`src/common/asp_pkg.sv`:
```
/*
 * Constants and carrier types for the converter's serial port and control pins.
 * Assumes one system clock far faster than the serial clock, which is sampled as a plain input.
 */
//
// Contract
// - Serial clock and data are heeded only while chip select is low.
// - Serial data output is undriven while chip select is high.
// - Input bits are valid and captured on rising serial clock edges.
// - Serial data output changes on falling serial clock edges.
// - End-of-conversion goes low once result data is valid; master waits for it.
// - Top analog pin is either analog channel or active-low conversion start, never both.
// - Each conversion yields a 10-bit result.
// - Sixteen single-ended channels or eight adjacent differential pairs, by configuration.
// - Single-ended is always unipolar; differential pairs may be unipolar or bipolar.
// - Each transaction opens with an MSB-first command byte; range byte may follow.
// - End-of-conversion rises on chip select or start fall; stays high in mode 11.
// - Clock mode comes from setup bits 5 and 4.
package asp_pkg;
    localparam int          RES_W        = 10;
    localparam int          CHAN_W       = 4;
    localparam int          PAIR_N       = 8;
    localparam int          WORD_W       = 16;
    localparam int          LEAD_ZEROS   = 4;
    localparam int          SUB_BITS     = 2;
    // Command byte layout
    localparam int          CMD_CONV_BIT = 7;
    localparam int          CMD_SETUP_BIT = 6;
    localparam int          CHAN_LSB     = 3;
    localparam int          MODE_LSB     = 4;
    localparam int          TOP_PIN_BIT  = 3;
    localparam int          RSEL_LSB     = 0;
    localparam logic [2:0]  LAST_BIT     = 3'h7;
    localparam logic [4:0]  LAST_OUT_BIT = 5'h0F;
    localparam logic [3:0]  TOP_CHAN     = 4'hF;
    // Clock modes
    localparam logic [1:0]  MODE_PIN_SCAN = 2'h0;
    localparam logic [1:0]  MODE_PIN_EACH = 2'h1;
    localparam logic [1:0]  MODE_SERIAL   = 2'h2;
    localparam logic [1:0]  MODE_EXTCLK   = 2'h3;
    // Range register selection
    localparam logic [1:0]  RSEL_UNI     = 2'h1;
    localparam logic [1:0]  RSEL_BIP     = 2'h2;
    // Reset values and synchroniser depth
    localparam logic [1:0]  MODE_RESET   = MODE_SERIAL;
    localparam logic [7:0]  RANGE_RESET  = 8'h00;
    localparam int          SYNC_STAGES  = 2;

    typedef struct packed {
        logic              start;
        logic [CHAN_W-1:0] chan;
        logic              diff;
        logic              bipolar;
    } asp_conv_type;

    typedef struct packed {
        logic              cs_d;
        logic              sclk_d;
        logic              start_d;
        logic              rose;
        logic [2:0]        bit_cnt;
        logic [6:0]        shift_in;
        logic              second;
        logic [1:0]        range_sel;
        logic [1:0]        mode;
        logic              top_start;
        logic [PAIR_N-1:0] uni;
        logic [PAIR_N-1:0] bip;
        logic [CHAN_W-1:0] chan;
        logic              conv_start;
        logic [WORD_W-1:0] out_shift;
        logic [4:0]        out_cnt;
        logic [RES_W-1:0]  res_word;
        logic              res_full;
        logic              eoc_n;
    } asp_state_type;
endpackage

```
`src/hw/asp_sync.sv`:
```
/*
 * Two-flop synchroniser bank for pins from outside the system clock domain.
 * Assumes each bit is an independent level; no bus coherency is given.
 */
`timescale 1ns/1ps
module asp_sync #(
    parameter int          W         = 1,
    parameter logic [W-1:0] RESET_VAL = '0
) (
    // Clock and reset
    input  wire logic         sys_clk,
    input  wire logic         rst_n,
    // Levels
    input  wire logic [W-1:0] async_in,
    output logic      [W-1:0] sync_out
);
    logic [W-1:0] meta;

    // First stage feeds only the second
    always_ff @(posedge sys_clk or negedge rst_n) begin
        if (!rst_n) begin
            meta     <= RESET_VAL;
            sync_out <= RESET_VAL;
        end else begin
            meta     <= async_in;
            sync_out <= meta;
        end
    end
endmodule

```
`src/hw/asp_serial_port.sv`:
```
/*
 * Serial port and control pins of a multichannel 10-bit converter, device side.
 * Assumes the converter core sits on sys_clk and returns results as a one-cycle strobe;
 * serial clock, chip select, data in and the start pin arrive asynchronously.
 */
`timescale 1ns/1ps
module asp_serial_port
    import asp_pkg::*;
(
    // Clock and reset
    input  wire logic              sys_clk,
    input  wire logic              rst_n,
    // Serial pins
    input  wire logic              cs_n,
    input  wire logic              sclk,
    input  wire logic              din,
    output logic                   dout,
    output logic                   dout_oe,
    output logic                   eoc_n,
    // Shared top pin as conversion start
    input  wire logic              conversion_start_n,
    output logic                   analog_input_top_en,
    // Converter core
    output asp_conv_type           conv,
    output logic [1:0]             clock_mode_select,
    input  wire logic              res_valid,
    input  wire logic [RES_W-1:0]  res_data
);
    asp_state_type s;
    asp_state_type n;
    logic [3:0]    sy;
    logic          cs_s;
    logic          sclk_s;
    logic          din_s;
    logic          start_s;
    logic          cs_fall;
    logic          sclk_rise;
    logic          sclk_fall;
    logic          start_fall;
    logic          byte_done;
    logic [7:0]    byte_in;

    function automatic logic [2:0] pair_of(input logic [CHAN_W-1:0] ch);
        pair_of = ch[CHAN_W-1:1];
    endfunction

    // Pins pass two flops before use
    asp_sync #(.W(4), .RESET_VAL(4'hB)) u_sync (
        .sys_clk  (sys_clk),
        .rst_n    (rst_n),
        .async_in ({conversion_start_n, din, sclk, cs_n}),
        .sync_out (sy)
    );
    assign cs_s    = sy[0];
    assign sclk_s  = sy[1];
    assign din_s   = sy[2];
    assign start_s = sy[3];

    // Edge finding on the sampled pins
    // serial clock edges gated by chip select
    assign cs_fall    = s.cs_d & ~cs_s;
    assign sclk_rise  = ~s.sclk_d & sclk_s & ~cs_s;
    assign sclk_fall  = s.sclk_d & ~sclk_s & ~cs_s;
    assign start_fall = s.start_d & ~start_s;
    assign byte_done  = sclk_rise && (s.bit_cnt == LAST_BIT);
    assign byte_in    = {s.shift_in, din_s};

    // Next-state logic
    always_comb begin
        n            = s;
        n.conv_start = 1'b0;
        n.cs_d       = cs_s;
        n.sclk_d     = sclk_s;
        n.start_d    = start_s;
        if (cs_fall) begin
            n.bit_cnt   = '0;
            n.second    = 1'b0;
            n.rose      = 1'b0;
            n.out_cnt   = '0;
            n.out_shift = s.res_full ? {{LEAD_ZEROS{1'b0}}, s.res_word, {SUB_BITS{1'b0}}} : '0;
            n.eoc_n     = 1'b1;
        end
        if (start_fall && s.top_start) begin
            n.eoc_n = 1'b1;
            if (s.mode == MODE_PIN_SCAN || s.mode == MODE_PIN_EACH) begin
                n.conv_start = 1'b1;
            end
        end
        if (sclk_rise) begin
            n.rose     = 1'b1;
            n.shift_in = byte_in[6:0];
            n.bit_cnt  = s.bit_cnt + 3'h1;
        end
        if (byte_done) begin
            if (s.second) begin
                n.second = 1'b0;
                if (s.range_sel == RSEL_UNI) begin
                    n.uni = byte_in;
                end else if (s.range_sel == RSEL_BIP) begin
                    n.bip = byte_in;
                end
            end else if (byte_in[CMD_CONV_BIT]) begin
                n.chan = byte_in[CHAN_LSB +: CHAN_W];
                // top channel unusable as analog while pin is a start
                n.conv_start = !(s.top_start && n.chan == TOP_CHAN);
            end else if (byte_in[CMD_SETUP_BIT]) begin
                n.mode      = byte_in[MODE_LSB +: 2];
                n.top_start = byte_in[TOP_PIN_BIT];
                n.range_sel = byte_in[RSEL_LSB +: 2];
                n.second    = (byte_in[RSEL_LSB +: 2] == RSEL_UNI) || (byte_in[RSEL_LSB +: 2] == RSEL_BIP);
            end
        end
        // shift out on falling edge; the idle-high first fall is skipped
        if (sclk_fall && s.rose) begin
            n.out_shift = {s.out_shift[WORD_W-2:0], 1'b0};
            n.out_cnt   = s.out_cnt + 5'h01;
            if (s.out_cnt == LAST_OUT_BIT) begin
                n.res_full = 1'b0;
            end
        end
        // new result wins over a read-out clear
        if (res_valid) begin
            n.res_word = res_data;
            n.res_full = 1'b1;
            n.eoc_n    = 1'b0;
        end
        // held high in external clock mode
        if (n.mode == MODE_EXTCLK) begin
            n.eoc_n = 1'b1;
        end
    end

    // State register
    always_ff @(posedge sys_clk or negedge rst_n) begin
        if (!rst_n) begin
            s           <= '0;
            s.cs_d      <= 1'b1;
            s.sclk_d    <= 1'b1;
            s.start_d   <= 1'b1;
            s.mode      <= MODE_RESET;
            s.uni       <= RANGE_RESET;
            s.bip       <= RANGE_RESET;
            s.eoc_n     <= 1'b1;
        end else begin
            s <= n;
        end
    end

    // Outputs; pair settings looked up from the range registers
    // released while chip select is high
    assign dout_oe             = ~s.cs_d;
    assign dout                = s.out_shift[WORD_W-1];
    assign eoc_n               = s.eoc_n;
    assign clock_mode_select   = s.mode;
    assign analog_input_top_en = ~s.top_start;
    assign conv.start          = s.conv_start;
    assign conv.chan           = s.chan;
    assign conv.diff           = s.uni[pair_of(s.chan)] | s.bip[pair_of(s.chan)];
    assign conv.bipolar        = s.bip[pair_of(s.chan)];
endmodule

```
`config.mk`:
```
export PLATFORM = sky130hd
export DESIGN_NAME = asp_serial_port
export DESIGN_NICKNAME = d
export VERILOG_FILES = /design/src/common/asp_pkg.sv /design/src/hw/asp_sync.sv /design/src/hw/asp_serial_port.sv
export SDC_FILE = /design/constraint.sdc
export NUM_CORES = 1
export LEC_CHECK = 0
export ABC_AREA = 1
export BUFFER_PORTS_ARGS = -buffer_cell sky130_fd_sc_hd__buf_4
export CORE_UTILIZATION = 63
export DETAILED_ROUTE_END_ITERATION = 7
export PLACE_DENSITY = 0.81
export REMOVE_ABC_BUFFERS = 1
export SLEW_MARGIN = 10
export SYNTH_ARGS = -nofsm -noshare
export SYNTH_HDL_FRONTEND = slang
export SYNTH_SLANG_ARGS = --single-unit
```
`constraint.sdc`:
```
create_clock -name sys_clk -period 4.34 [get_ports sys_clk]
set_input_delay 0.434 -clock sys_clk [delete_from_list [all_inputs] [get_ports sys_clk]]
set_output_delay 0.434 -clock sys_clk [all_outputs]
set_load 0.01 [all_outputs]
```
==> impl_results.md <==
* Outcome: finished clean
* FF+latch count, synth at 80
* R2R depth at 5
* First-pass GRT wire length at approximately 11 mm
* Synth area leader: dfrtp_1
* Pleak at about 2 nW
* GRT Overall Usage at 23.3%
* Sw power at about 380 uW
* Post-Route Skew at ~11 ps
* Unique masters post-synth at 29
* Worst Path Required at about 4000 ps
* Clock period minus worst slack at approximately 2200 ps
* ANT cells at 0
* Worst-path cell chain: inv_1 > nand2_1 > nand3_1 > nand2_1 > o21ai_0 > nand3_1 > buf_4
* Hold Crit Class: input pin to flop
* Synth top area cells: dfrtp_1 (50%), nand2_1 (14%), dfstp_2 (8.4%), inv_1 (4.4%), o21ai_2 (3.6%)
* Cell Int Power at 1.13 mW
* Reg2reg start: u_sync.sync_out[1]
* Hold endpoint: u_sync.meta[2]
* Die span in y at 75.9 um
* Total iterations of the first detailed-routing run at 4
* CTS sink count at 80
* R2r endpoint: s[19]
* Simple-gate area share of the yosys netlist at 22.9%
* CTS hold repair buffers at 0
* Root buffer cell: clkbuf_8
* FMAX at 454 MHz
* Post-CTS sizing at 0
* Synthesized-area fraction occupied by adder cells at under 10%
* Worst VDD drop at roughly 0.36 mV
* Largest net degree at the start of global routing at between 80 and 90
* Worst hold start: din
* Core footprint at 5170 um^2
* Non-Filler Instances at roughly 470
* CTS clk-pin slew, worst paths at 80 ps
* Vias in the first global route at ~2400
* Flop pwr share at between 50% and 60%
* Worst path max stage delay at 490 ps
* Starting Density at around 67%
* Setup WS post-layout at 2140 ps
* CP startpoint: conv[3]
* Pre-CTS WS at 2290 ps
* Most common cell after layout, fill and taps aside: nand2_1
* Post-synthesis xor/xnor area fraction at 0%
* Syn Inst Count at approximately 370
* Crit Path Max Fanout at 11
* Setup TNS at 0 ps
* Register area share after synthesis at 58.6%
* Slew Viols, Final at 0
* Wirelength per Cell at 12.5 um
* CTS tree: yes
* Vias/cell at about 5.2
* Die ar. at roughly 5800 um^2
* Post-synthesis compound-gate area fraction at roughly a tenth
* Area growth, synth to finish at 11.8%
* Clk network pwr share at around 37%
* DR DRC count at 0
* RSZ-0062 raised after global routing: no
* Post-DRT Antenna Nets at 0
* R2r setup slk at between 2000 and 2500 ps
* Switch share at around a quarter
* H-tree levels at 3
* Gate power share at 8.0%
* Iteration-0 DRC count of the detailed router at between 200 and 250
* Placed cell count at about 460
* Post-CTS setup buffers at 0
* Main combinational cell family by area after synthesis: simple AND/OR/NAND/NOR gates
* Nets at 420
* Crit path capture type: output port
* Startpoint Class: flop
* Worst Tran Pin Value at between 900 and 1000 ps
* Share of layout cells above drive strength 1 at 20.0%
* Die width at 75.9 um
* Fin. Hold Viols at 0
* Skew-Pair Late Insertion Delay at about 350 ps
* I/O pin count at 30
* Syn_area_per_cell at slightly above 9 um^2
* Synth Cell Area at 3440 um^2
* Global route overflow at 0
* Slowest CP cell: dfrtp_1
* Synth top area share at between 50% and 60%
* Vias at about 2500
* FILL cells at 370
* Routability congestion estimate at approximately 0.82
* Final period utilization at about half
* CTS Buf Count at 9
* Clk buf depth at 2
* Synth warn at 0
* Max_cap viols at 0
* Min-Delay Path Depth at 1
* Critical path arrival at between 1500 and 2000 ps
* Most frequent cells in the layout: nand2_1 (130), dfrtp_1 (69), inv_1 (40)
* Post-DP HPWL at approximately 4.0 mm
* IO Port Bufs at 29
* Max_slew headroom at between 30% and 40%
* Critical path type: flop to output port
* Total power at about 1.5 mW
* Rows at 26
* Initial antenna violation count at 0
* Mux contribution to synthesized area at 0%
* Final Setup Violations at 0
* Detailed Route WL at just under 6 mm
* Pwr dens at roughly 390 nW/um^2
## synthesized netlist by cell type
master and count:
nand2_4 2, nand2_1 130, o21ai_0 24, nand4_1 1
inv_2 1, nand3_4 1, nor2_2 1, o21ai_1 4
nand3_1 20, buf_4 7, clkbuf_1 3, o21ai_2 14
o211ai_1 1, nor3_1 3, nand2_2 1, buf_6 3
buf_2 3, o22ai_1 3, inv_1 40, nor2_1 19
dfstp_2 11, nor3_4 1, nand3_2 2, ha_1 4
o31ai_1 1, a22o_1 1, a21oi_1 3, nor2_8 1
dfrtp_1 69
## routing by layer
layer  up-vias  GRT usage [%]  part of all wire [%]
met4         0           10.0                   1.2
met1      1170           34.4                    50
met5         -              0                     0
met2        55           34.1                    46
li1       1226              -                     -
met3         8           4.34                   3.4
## critical path, delay by kind of cell (launching register included)
kind	cells	cell delay, ps
DFF	1	490
AOI/OAI and AO/OA	1	240
and+or+nand+nor	4	300
buffers and inverters	2	380
## worst max path at each step
stage / to / cells after the start / slack [ps]
after floorplan: s[19] / 5 / 2400
after global placement: s[29] / 5 / 2490
after detailed placement: s[19] / 5 / 2290
after CTS: conv[1] / 7 / 2140
after global routing: conv[1] / 7 / 1910
final: conv[1] / 7 / 2140
## power groups by stage
stage	Sequential, mW	Clock (mW)	Combinational [mW]
after global routing	0.840	0.595	0.143
final	0.833	0.556	0.121
after global placement	0.844	0	0.119
after CTS	0.832	0.561	0.125
after detailed placement	0.846	0	0.124
after floorplan	0.838	0	0.0738
## flip-flops by register name, indices dropped and copies added, names as in the netlist
register / flops
s: 56
byte_in: 7
conv: 5
u_sync.meta: 4
u_sync.sync_out: 4
clock_mode_select: 2
dout: 1
eoc_n: 1
## layout make-up
type	count	area (um^2)	share of cell area (%)
Sequential cell	80	2020	52.4
Multi-Input combinational cell	237	1160	30.1
Timing Repair Buffer	30	225	5.85
Inverter	41	154	4.00
Clock buffer	11	151	3.93
Tap cell	70	87.6	2.28
Clock inverter	5	55.1	1.43
## logic make-up after synthesis
kind of cell             count (synthesis)
AND/OR/NAND/NOR                        182
flip-flops                              80
buffers and inverters                   57
AO/OA/AOI/OAI                           51
adder cells (fa/ha/maj)                  4
## per-stage QoR
stage	util (%)	hold slack, ps	cell area [um^2]
6_report	74.4	191	3850
3_5_place_dp	70.4	343	3640
4_1_cts	74.4	180	3850
2_1_floorplan	-	138	3330
5_1_grt	74.4	179	3850
3_3_place_gp	70.4	333	3640
No activity file was read; power rests on OpenSTA's default activity.
